[src/verilog/strap_config_defines.vh]
/*
  offsets, field positions, reset values and timing counts for the strap configuration latch.
  assumes plain verilog-2005 inclusion by bare name.
*/
`ifndef STRAP_CONFIG_DEFINES_VH
`define STRAP_CONFIG_DEFINES_VH

// register offsets
`define DISPLAY_ID_CONTROL_REG 8'h4f
`define VIDEO_BRIDGE_CONFIG_REG 8'h54
`define LINK_CONTROL_ONE_REG 8'h5b

// field positions
`define INTERNAL_DISPLAY_TABLE_OFF_BIT 0
`define AUX_AUDIO_BIT 1
`define REMOTE_DISPLAY_ID_COPY_BIT 5
`define OUTSIDE_CONTROLLER_BIT 7
`define CABLE_TYPE_BIT 7
`define PLL_RESET_ON_FREQ_CHANGE_BIT 5

// remote table bus address default and its register
`define REMOTE_ID_ADDR_REG 8'h60
`define REMOTE_ID_ADDR_RESET 8'ha0

// reset values of non-strap bits
`define DISPLAY_ID_CONTROL_RESET 8'h00
`define VIDEO_BRIDGE_CONFIG_RESET 8'h00
`define LINK_CONTROL_ONE_RESET 8'h20

// level decode thresholds on an 8-bit ratio code (full scale 8'hff)
`define MODE0_TH1 8'h1b
`define MODE0_TH2 8'h62
`define MODE0_TH3 8'h9b
`define MODE1_TH1 8'h1b
`define MODE1_TH2 8'h43
`define MODE1_TH3 8'h61
`define MODE1_TH4 8'h7f
`define MODE1_TH5 8'h9c
`define MODE1_TH6 8'hb9
`define MODE1_TH7 8'he4

// pixel clock limits in mhz
`define PCLK_MAX_MHZ 8'h60
`define PCLK_LEGACY_MAX_MHZ 8'h55

// settle time before strap capture, ns, and cycles at 5 ns
`define STRAP_SETTLE_NS 100
`define STRAP_SETTLE_CYCLES 8'h14

`endif

[src/verilog/strap_sync.v]
/*
  two flip-flop synchroniser for an 8-bit strap level code.
  assumes the code is quasi-static around power-up.
*/
`timescale 1ns/1ps
module strap_sync (
  // clock and reset
  input wire sys_clk,
  input wire rst,
  // level in and out
  input wire [7:0] level_in,
  output reg [7:0] level_out
);
  reg [7:0] meta_q;
  always @(posedge sys_clk) begin
    if (rst) begin
      meta_q <= 8'h00;
      level_out <= 8'h00;
    end else begin
      meta_q <= level_in;
      level_out <= meta_q;
    end
  end
endmodule // strap_sync

[src/verilog/level_decoder.v]
/*
  compares a ratio code against ascending thresholds and returns the level index.
  assumes thresholds are given in ascending order, unused ones at 8'hff.
*/
`timescale 1ns/1ps
module level_decoder (
  // ratio code
  input wire [7:0] code,
  // ascending thresholds, low byte first
  input wire [55:0] thresholds,
  // level index
  output reg [2:0] level
);
  integer i;
  always @* begin
    level = 3'h0;
    for (i = 0; i < 7; i = i + 1) begin
      if (code >= thresholds[i*8 +: 8]) begin
        level = level + 3'h1;
      end
    end
  end
endmodule // level_decoder

[src/verilog/strap_mode_config_latch.v]
/*
  power-up strap capture into configuration registers, with a byte register port
  for the host and decoded control outputs for the datapaths.
  assumes the two strap pins arrive as 8-bit ratio codes from an on-chip converter,
  and that a control bus front end presents byte reads and writes on the register port.
*/
// Notes on behaviour
// - at power-up sample both strap inputs and capture decoded bits into registers.
// - every strap-derived register bit stays readable and writable by the host; the strap-derived device address is not.
// - source 0 tries remote display table first, falls back to internal copy.
// - source 1 takes display table from external local memory.
// - remote table bus address defaults to 0xa0, host may replace it.
// - aux audio 0 forwards main audio only; 1 adds auxiliary serial audio.
// - controller override 1 hands input port control to external controller.
// - cable select 0 means twisted pair, 1 means cable_type_select.
// - copy bit 1 loads remote table into sram when available; 0 keeps sram.
// - first strap decodes four levels into source and aux audio bits.
// - second strap decodes eight levels into override, cable, copy bits.
// - source bit lives at 0x4f bit 0.
// - aux audio bit lives at 0x54 bit 1.
// - controller override bit lives at 0x54 bit 7.
// - cable select bit lives at 0x5b bit 7.
// - remote copy bit lives at 0x54 bit 5.
// - pll reset on frequency change allowed only while its enable is set.
// - flag pixel clocks above 96 mhz, or at 85 mhz and above for older receivers.
// - answer on one of eight device addresses chosen by the address strap.
`timescale 1ns/1ps
`include "strap_config_defines.vh"
module strap_mode_config_latch (
  // clock and reset
  input wire sys_clk,
  input wire rst,
  // strap ratio codes from the pins
  input wire [7:0] mode_strap0_code,
  input wire [7:0] mode_strap1_code,
  input wire [7:0] address_select_pin,
  // register port
  input wire reg_wr,
  input wire reg_rd,
  input wire [7:0] reg_addr,
  input wire [7:0] reg_wdata,
  output reg [7:0] reg_rdata,
  output reg reg_rvalid,
  // control bus address
  output reg [6:0] device_address,
  // display table control
  output reg use_external_table,
  output reg try_remote_table,
  output reg copy_remote_to_sram,
  output reg [7:0] remote_table_addr,
  input wire remote_table_present,
  output reg use_sram_table,
  // audio, port control, cable
  output reg aux_audio_forward,
  output reg external_port_control,
  output reg cable_type_bit,
  // pll supervision
  input wire freq_change_seen,
  output reg pll_reset,
  input wire [7:0] pclk_mhz,
  input wire legacy_receiver,
  output reg pclk_over_limit,
  // capture done
  output reg straps_captured
);
  localparam [2:0] st_settle = 3'b001;
  localparam [2:0] st_capture = 3'b010;
  localparam [2:0] st_run = 3'b100;
  localparam [7:0] settle_cycles = `STRAP_SETTLE_CYCLES;

  reg [2:0] state_q;
  reg [7:0] settle_q;
  reg [7:0] id_ctl_q;
  reg [7:0] bridge_cfg_q;
  reg [7:0] link_ctl_q;
  reg [7:0] remote_addr_q;
  wire [7:0] s0_code;
  wire [7:0] s1_code;
  wire [7:0] id_code;
  wire [2:0] s0_level;
  wire [2:0] s1_level;
  wire [2:0] id_level;
  reg [1:0] s0_bits;

  strap_sync u_sync0 (.sys_clk(sys_clk), .rst(rst), .level_in(mode_strap0_code), .level_out(s0_code));
  strap_sync u_sync1 (.sys_clk(sys_clk), .rst(rst), .level_in(mode_strap1_code), .level_out(s1_code));
  strap_sync u_sync2 (.sys_clk(sys_clk), .rst(rst), .level_in(address_select_pin), .level_out(id_code));

  level_decoder u_dec0 (
    .code(s0_code),
    .thresholds({8'hff, 8'hff, 8'hff, 8'hff, `MODE0_TH3, `MODE0_TH2, `MODE0_TH1}),
    .level(s0_level)
  );
  level_decoder u_dec1 (
    .code(s1_code),
    .thresholds({`MODE1_TH7, `MODE1_TH6, `MODE1_TH5, `MODE1_TH4, `MODE1_TH3, `MODE1_TH2, `MODE1_TH1}),
    .level(s1_level)
  );
  level_decoder u_dec2 (
    .code(id_code),
    .thresholds({`MODE1_TH7, `MODE1_TH6, `MODE1_TH5, `MODE1_TH4, `MODE1_TH3, `MODE1_TH2, `MODE1_TH1}),
    .level(id_level)
  );

  // four levels map straight to two bits
  always @* begin
    s0_bits = s0_level[1:0];
  end

  // capture sequence and register file
  always @(posedge sys_clk) begin
    if (rst) begin
      state_q <= st_settle;
      settle_q <= 8'h00;
      id_ctl_q <= `DISPLAY_ID_CONTROL_RESET;
      bridge_cfg_q <= `VIDEO_BRIDGE_CONFIG_RESET;
      link_ctl_q <= `LINK_CONTROL_ONE_RESET;
      remote_addr_q <= `REMOTE_ID_ADDR_RESET;
      device_address <= 7'h00;
      straps_captured <= 1'b0;
    end else begin
      case (state_q)
        st_settle: begin
          settle_q <= settle_q + 8'h01;
          if (settle_q == settle_cycles - 8'h01) begin
            state_q <= st_capture;
          end
        end
        st_capture: begin
          id_ctl_q[`INTERNAL_DISPLAY_TABLE_OFF_BIT] <= s0_bits[1];
          bridge_cfg_q[`AUX_AUDIO_BIT] <= s0_bits[0];
          bridge_cfg_q[`OUTSIDE_CONTROLLER_BIT] <= s1_level[2];
          link_ctl_q[`CABLE_TYPE_BIT] <= s1_level[1];
          bridge_cfg_q[`REMOTE_DISPLAY_ID_COPY_BIT] <= s1_level[0];
          device_address <= {3'h0, id_level, 1'b0} + 7'h0c;
          straps_captured <= 1'b1;
          state_q <= st_run;
        end
        st_run: begin
          if (reg_wr) begin
            case (reg_addr)
              `DISPLAY_ID_CONTROL_REG: id_ctl_q <= reg_wdata;
              `VIDEO_BRIDGE_CONFIG_REG: bridge_cfg_q <= reg_wdata;
              `LINK_CONTROL_ONE_REG: link_ctl_q <= reg_wdata;
              `REMOTE_ID_ADDR_REG: remote_addr_q <= reg_wdata;
              default: begin
              end
            endcase
          end
        end
        default: state_q <= st_settle;
      endcase
    end
  end

  // register reads, one cycle after the request
  always @(posedge sys_clk) begin
    if (rst) begin
      reg_rdata <= 8'h00;
      reg_rvalid <= 1'b0;
    end else begin
      reg_rvalid <= reg_rd;
      if (reg_rd) begin
        case (reg_addr)
          `DISPLAY_ID_CONTROL_REG: reg_rdata <= id_ctl_q;
          `VIDEO_BRIDGE_CONFIG_REG: reg_rdata <= bridge_cfg_q;
          `LINK_CONTROL_ONE_REG: reg_rdata <= link_ctl_q;
          `REMOTE_ID_ADDR_REG: reg_rdata <= remote_addr_q;
          default: reg_rdata <= 8'h00;
        endcase
      end
    end
  end

  // decoded controls
  always @(posedge sys_clk) begin
    if (rst) begin
      use_external_table <= 1'b0;
      try_remote_table <= 1'b0;
      copy_remote_to_sram <= 1'b0;
      use_sram_table <= 1'b0;
      remote_table_addr <= `REMOTE_ID_ADDR_RESET;
      aux_audio_forward <= 1'b0;
      external_port_control <= 1'b0;
      cable_type_bit <= 1'b0;
      pll_reset <= 1'b0;
      pclk_over_limit <= 1'b0;
    end else begin
      use_external_table <= id_ctl_q[`INTERNAL_DISPLAY_TABLE_OFF_BIT];
      try_remote_table <= ~id_ctl_q[`INTERNAL_DISPLAY_TABLE_OFF_BIT];
      use_sram_table <= ~id_ctl_q[`INTERNAL_DISPLAY_TABLE_OFF_BIT] & ~remote_table_present;
      copy_remote_to_sram <= bridge_cfg_q[`REMOTE_DISPLAY_ID_COPY_BIT] & remote_table_present;
      remote_table_addr <= remote_addr_q;
      aux_audio_forward <= bridge_cfg_q[`AUX_AUDIO_BIT];
      external_port_control <= bridge_cfg_q[`OUTSIDE_CONTROLLER_BIT];
      cable_type_bit <= link_ctl_q[`CABLE_TYPE_BIT];
      pll_reset <= freq_change_seen & link_ctl_q[`PLL_RESET_ON_FREQ_CHANGE_BIT];
      pclk_over_limit <= legacy_receiver ? (pclk_mhz >= `PCLK_LEGACY_MAX_MHZ)
                                         : (pclk_mhz > `PCLK_MAX_MHZ);
    end
  end
endmodule // strap_mode_config_latch

[config.mk]
export PLATFORM = sky130hd
export DESIGN_NAME = strap_mode_config_latch
export DESIGN_NICKNAME = d
export VERILOG_FILES = /design/src/verilog/strap_sync.v /design/src/verilog/level_decoder.v /design/src/verilog/strap_mode_config_latch.v
export VERILOG_INCLUDE_DIRS = /design/src /design/src/verilog
export SDC_FILE = /design/constraint.sdc
export NUM_CORES = 1
export LEC_CHECK = 0
export ABC_AREA = 1
export BUFFER_PORTS_ARGS = -buffer_cell sky130_fd_sc_hd__clkbuf_2
export CORE_ASPECT_RATIO = 1.4
export CORE_MARGIN = 4
export CORE_UTILIZATION = 34
export DETAILED_ROUTE_END_ITERATION = 8
export HOLD_SLACK_MARGIN = 0.12
export PLACE_DENSITY_LB_ADDON = 0.15
export SYNTH_ARGS = -nofsm -noshare
export SYNTH_HDL_FRONTEND = slang
export SYNTH_SLANG_ARGS = --single-unit
[constraint.sdc]
create_clock -name sys_clk -period 4.1 [get_ports sys_clk]
set_input_delay 0.82 -clock sys_clk [delete_from_list [all_inputs] [get_ports sys_clk]]
set_output_delay 0.82 -clock sys_clk [all_outputs]
set_load 0.02 [all_outputs]
Word-level counts from Yosys, hierarchy flattened
Index checks and enable logic that the tools add are counted.
Cells by class
  $add $sub $neg: 20
  magnitude comparators: 20
  reductions and logical operators: 9
  eq/ne operators: 13
  mux-type cells: 36
  bitwise operators: 6
Operators with widths (number)
  8-bit by 7-bit >= comparator with 1-bit output, second input constant: 8
  8-bit >= comparator, second input constant: 8
  3-bit two-way mux: 13
  8-bit by 7-bit equality test with 1-bit output, second input constant: 4
  8-bit two-way mux: 4
  8-bit one-hot mux with 4 select lines: 1
  3-bit by 1-bit adder with 3-bit output, second input constant: 10
  8-bit by 5-bit >= comparator with 1-bit output, second input constant: 3
  3-bit AND reduction: 7
  2-bit two-way mux: 6
  2-bit by 1-bit adder with 2-bit output, second input constant: 5
  2-bit != test, second input constant: 5
  1-bit one-hot mux with 2 select lines: 5
  3-bit one-hot mux with 3 select lines: 1
  8-bit by 1-bit adder with 8-bit output, second input constant: 1
  8-bit by 5-bit equality test with 1-bit output, second input constant: 1
  8-bit by 7-bit > comparator with 1-bit output, second input constant: 1
  1-bit by 1-bit adder with 2-bit output, second input constant: 3
  1-bit two-way mux: 6
  4-bit by 4-bit adder with 5-bit output, second input constant: 1
  1-bit AND: 3
  3-bit by 1-bit equality test with 1-bit output, second input constant: 1
  3-bit by 2-bit equality test with 1-bit output, second input constant: 1
  3-bit equality test, second input constant: 1
  3 further kinds: 5
Storage, ports and cells
  output and inout bits: 34
  word-level logic and storage cells: 133
  register bits: 125
  input port bits: 55

Longest topological paths before layout
  word-level depth: 15
  gate-level depth with buffers: 29

Modules after synthesis
Synthesis repeated with hierarchy kept, for this count alone.
Second synthesis, totals
  cell total of the unflattened synthesis: 1481
  area total of the unflattened synthesis: 10268.6 um^2
By module, submodules not included
  level_decoder at u_dec0 ...: area an instance 1893.1 um^2, sequential area each 0.0 um^2, times used 2, cells an instance 306
  strap_mode_config_latch: area an instance 3156.8 um^2, sequential area each 1481.4 um^2, times used 1, cells an instance 411
  level_decoder at u_dec2: area an instance 1903.1 um^2, sequential area each 0.0 um^2, times used 1, cells an instance 308
  strap_sync: area an instance 474.2 um^2, sequential area each 320.3 um^2, times used 3, cells an instance 50

Least setup slack after synthesis
No wires, ideal clock.
  path type: register to register
  start point: reg u_sync2.level_out[2]
  end point: reg device_address[3]
  slack: 0.269 ns
  data required time: 4.030 ns
  setup time: 0.070 ns
  period minus slack after synthesis: 3.831 ns
  stages on the path, launching flop included: 27
  arrival: 3.761 ns
  cells stage by stage: dfxtp_1 > nor2_1 > nand3_1 > a21oi_1 > inv_1 > ha_1 > inv_1 > nand3_2 > nand2_4 > inv_1 > ha_1 > inv_1 > o21ai_2 > ha_1 > o21ai_0 > nor2_1 > nor2_1 > nand2_1 > and2_1 > ha_1 > nand2_1 > xnor2_1 > xnor2_1 > xor2_1 > inv_1 > ha_1 > a21oi_1
Between the ends
  word-level cells in the longest chain between the ends: 15
  elaborated cells on any way between the ends: 21
  those cells by class: add/sub (7); order compare (7); mux (7)
RTL lines
  start: declaration: line strap_sync.v:12  | output reg [7:0] level_out
  start signal: assignment: line strap_sync.v:21  | level_out <= meta_q;
  8-bit by 5-bit >= comparator with 1-bit output: line level_decoder.v:18  | if (code >= thresholds[i*8 +: 8]) begin
  1-bit two-way mux: line level_decoder.v:18
  1-bit by 1-bit adder with 2-bit output: line level_decoder.v:19  | level = level + 3'h1;
  3-bit two-way mux: line level_decoder.v:18
  3-bit by 1-bit adder with 3-bit output: line level_decoder.v:19
  3-bit two-way mux: line level_decoder.v:18
  3-bit by 1-bit adder with 3-bit output: line level_decoder.v:19
  3-bit two-way mux: line level_decoder.v:18
  3-bit by 1-bit adder with 3-bit output: line level_decoder.v:19
  3-bit two-way mux: line level_decoder.v:18
  3-bit by 1-bit adder with 3-bit output: line level_decoder.v:19
  3-bit two-way mux: line level_decoder.v:18
  3-bit by 1-bit adder with 3-bit output: line level_decoder.v:19
  3-bit two-way mux *: line level_decoder.v:18
  4-bit by 4-bit adder with 5-bit output *: line strap_mode_config_latch.v:135  | device_address <= {3'h0, id_level, 1'b0} + 7'h0c;
  end signal: assignment: line strap_mode_config_latch.v:135
  end: declaration: line strap_mode_config_latch.v:45  | output reg [6:0] device_address,
Every way passes the cells marked *; elsewhere a longest branch is shown, timed or not.
A chain may end at the register's enable or synchronous reset.

Worst setup path after layout
  start point: reg u_sync2.level_out[3]
  end point: reg device_address[3]
Same word-level chain as after synthesis.

==> impl_metrics.tcl <==
set metrics [dict create \
    setup_violations 0 \
    total_power_mw 2.87 \
    cp.required_ns 4.38 \
    fp.dieH_um 159 \
    cp_max_fo 4 \
    clock-root-buffer "clkbuf_16" \
    clk_pin_slew_ns 0.05 \
    p_leak_nw 3.22 \
    min_from "u_sync2.meta_q[6]" \
    internal_power_mw 2.16 \
    fin_nets 914 \
    fin_ws_ns 0.328 \
    combPwrFrac_pct 8.7 \
    synth_cell_types 42 \
    die_w_um 116 \
    switchingPower_mw 0.715 \
    worstRegToRegCells 26 \
    critical_path_class "flop to flop" \
    syn_area_mm2 0.00552 \
    core_mm2 0.0157 \
    grt_pass1_vias 4622 \
    cts_num_sinks 122 \
    worstMarginPinSlew_ns 1.14 \
    grt_use_total_pct 14.0 \
    area_growth_syn_to_layout_pct 22.3 \
    syn_avg_cell_area_um2 7.35 \
    min_period_over_period_pct 92.0 \
    drv_slew 0 \
    hp-class "flop to flop" \
    drive_above_1_share_pct 22.9 \
    swShare_pct 24.9 \
    dp_worst_setup_slack_ns 0.0849 \
    synthCells 751 \
    ys_ff_latch 122 \
    ys_warn_count 0 \
    hold_end "u_sync2.level_out[6]" \
    avgRoutedWirePerCell_um 11.6 \
    start_util_pct 35.1 \
    setup_tns_ns 0 \
    power_frac_clock_pct 48.6 \
    hold_violations 0 \
    routed_wl_um 12200 \
    grt_max_degree 82 \
    regToRegSetupSlack_ns 0.33 \
    clkLatencyLatePin_ns 0.41 \
    critPathArrivalTime_ns 4.05 \
    status "finished, final reports clean" \
    io_buffers 85 \
    powerDensity_mw_per_mm2 426 \
    antenna_found_initial 0 \
    endpoint_kind "flop" \
    slew_headroom_pct 24.2 \
    dp_hpwl_um 9030 \
    max_freq_ghz 0.265 \
    insertedDiodeCount 0 \
    pwr-share-seq_pct 42.7 \
    critPathLaunchType "flop" \
    grt_pass1_wl_um 20800 \
    ios 89 \
    drc_errors 0 \
    fin_skew_ns 0.00709 \
    seq_area_frac_synth_pct 44.2 \
    vias_per_cell 4.47 \
    cts_htree_levels 4 \
    cts_buffers 17 \
    grt.overflow.total 0 \
    clockBufferDepth 2 \
    drt-initial-drc-count 172 \
    routabilityCongestion 0.773 \
    vias 4702 \
    whs_path_depth 2 \
    reg2reg_from "u_sync2.level_out[3]" \
    rows 54 \
    ant_nets 0 \
    period_needed_ns 3.77 \
    drt-pass1-iter-count 4 \
    rr_endpoint "device_address[3]" \
    dieArea_mm2 0.0184 \
    maxCapViolations 0 \
    max-vdd-ir-drop_mv 0.315 \
    cts_tree "done" \
]
power groups by stage:
stage	clock (mW)	sequential, mW	combinational, mW
2_1_floorplan	0	1.25	0.173
3_3_place_gp	0	1.25	0.242
3_5_place_dp	0	1.25	0.243
4_1_cts	1.44	1.23	0.244
5_1_grt	1.50	1.23	0.289
6_report	1.40	1.23	0.249
how the worst max path moves through the flow:
stage / startpoint / to / slack [ns] / depth (start not counted)
2_1_floorplan: u_sync2.level_out[2] / device_address[3] / 0.27 / 26
3_3_place_gp: u_sync2.level_out[3] / device_address[3] / 0.15 / 26
3_5_place_dp: u_sync2.level_out[5] / device_address[3] / 0.08 / 26
4_1_cts: u_sync2.level_out[5] / device_address[3] / 0.07 / 26
5_1_grt: u_sync2.level_out[3] / device_address[3] / -0.03 / 26
6_report: u_sync2.level_out[3] / device_address[3] / 0.33 / 26
placed cells by master, fill, tap and decap left out, types with 6 or more instances in the layout:
cell type and count:
a21oi_1 46, clkbuf_16 17, clkbuf_2 85, clkinv_2 6, dfxtp_1 119, ha_1 15, inv_1 145, inv_2 13
nand2_1 106, nand2_2 17, nand2_4 7, nand3_1 37, nand3_2 10, nor2_1 86, nor2_2 6, nor3_1 7
o21ai_0 47, o22ai_1 15
routing by layer:
metal	up-vias	track usage, %	part of all wire [%]
met3	14	4.11	4.0
met1	2080	16.1	43
met2	81	24.2	51
met4	0	5.22	2.2
met5	-	0	0
li1	2527	-	-
registers in the layout, summed over array words and instances (netlist names), 3 cells and up:
signal and flops:
state_q 3, settle_q 8, bridge_cfg_q 8, u_sync0.level_out 8
u_sync1.level_out 8, u_sync2.meta_q 8, reg_rdata 8, id_ctl_q 8
remote_table_addr 8, u_sync2.level_out 8, u_sync0.meta_q 8, device_address 4
u_sync1.meta_q 8, remote_addr_q 8, link_ctl_q 8
area by class of cell:
cell class / count / area [um2]
clock buffer: 18 / 439
tap: 196 / 245
timing repair buffer: 90 / 463
fill: 1669 / 8990
sequential: 122 / 2450
clock inverter: 14 / 119
inverter: 161 / 604
multi-input combinational: 451 / 2440
through the flow:
| stage | hold slack (ns) | util (%) | instances | instance area [um2] |
|---|---|---|---|---|
| detailed placement | 0.394 | 39.0 | 1018 | 6140 |
| global route | 0.412 | 42.9 | 1052 | 6750 |
| global placement | 0.390 | 39.0 | 1018 | 6140 |
| finish | 0.392 | 42.9 | 1052 | 6750 |
| floorplan | 0.388 | - | 753 | 5530 |
| CTS | 0.403 | 42.5 | 1050 | 6700 |
logic make-up (layout without fill, tap and decap cells):
kind of cell / after synthesis / in the layout / synth area share, %
buffers and inverters: 180 / 283 / 12.6
DFF: 122 / 122 / 44.2
adders and majority gates: 16 / 16 / 3.63
AOI/OAI and AO/OA: 133 / 133 / 13.4
xor gates and xnor gates: 4 / 4 / 0.635
other: 1 / 3 / 0.0679
and+or+nand+nor: 295 / 295 / 25.5
cell usage after synthesis:
cell	number	share of area, %
conb_1	1	0.068
o21ai_0	48	4.4
and3_1	1	0.11
o211ai_1	5	0.68
nor2_2	4	0.45
nor3b_1	3	0.41
clkbuf_1	15	1.0
a21oi_1	48	4.4
ha_1	16	3.6
clkinv_1	3	0.20
inv_2	10	0.68
nor2_4	2	0.41
nor3_2	1	0.18
xnor2_1	3	0.48
o21ai_2	3	0.48
nor3_1	8	0.73
dfxtp_1	122	44
nand3b_1	2	0.27
o22ai_1	15	1.7
buf_6	1	0.20
nand3_1	38	3.4
o21ai_1	1	0.091
buf_4	3	0.41
a31oi_1	4	0.45
nand2_1	106	7.2
a21oi_2	2	0.32
nand4_4	1	0.39
and2_1	1	0.11
or2_2	2	0.23
nor2_1	88	6.0
nand3_2	9	1.6
o21a_1	3	0.41
inv_1	148	10
nand4_1	2	0.23
o21a_2	1	0.16
nand2_4	7	1.4
nand2_2	17	1.9
a211oi_1	2	0.27
o21bai_1	1	0.14
nor4_1	2	0.23
or2_1	1	0.11
xor2_1	1	0.16
critical path: stages (launching register included):
cell     delay (ns)
dfxtp_1        0.33
nor2_2         0.17
nand3_2        0.09
a21oi_2        0.18
inv_2          0.06
ha_4           0.22
inv_1          0.06
nand3_2        0.12
nand2_4        0.11
inv_1          0.04
ha_1           0.27
inv_2          0.06
o21ai_2        0.05
ha_1           0.30
o21ai_2        0.14
nor2_1         0.06
nor2_1         0.08
nand2_1        0.07
and2_1         0.16
ha_1           0.19
nand2_1        0.07
xnor2_1        0.13
xnor2_1        0.15
xor2_1         0.15
inv_1          0.05
ha_1           0.28
a21oi_2        0.04
timing repair:
| item | CTS | global route |
|---|---|---|
| buffers inserted | 0 | 2 |
| setup endpoints to repair | 0 | 2 |
| hold buffers | 0 | 0 |
| resized for setup | 0 | 15 |
No activity file was read; power rests on OpenSTA's default activity.
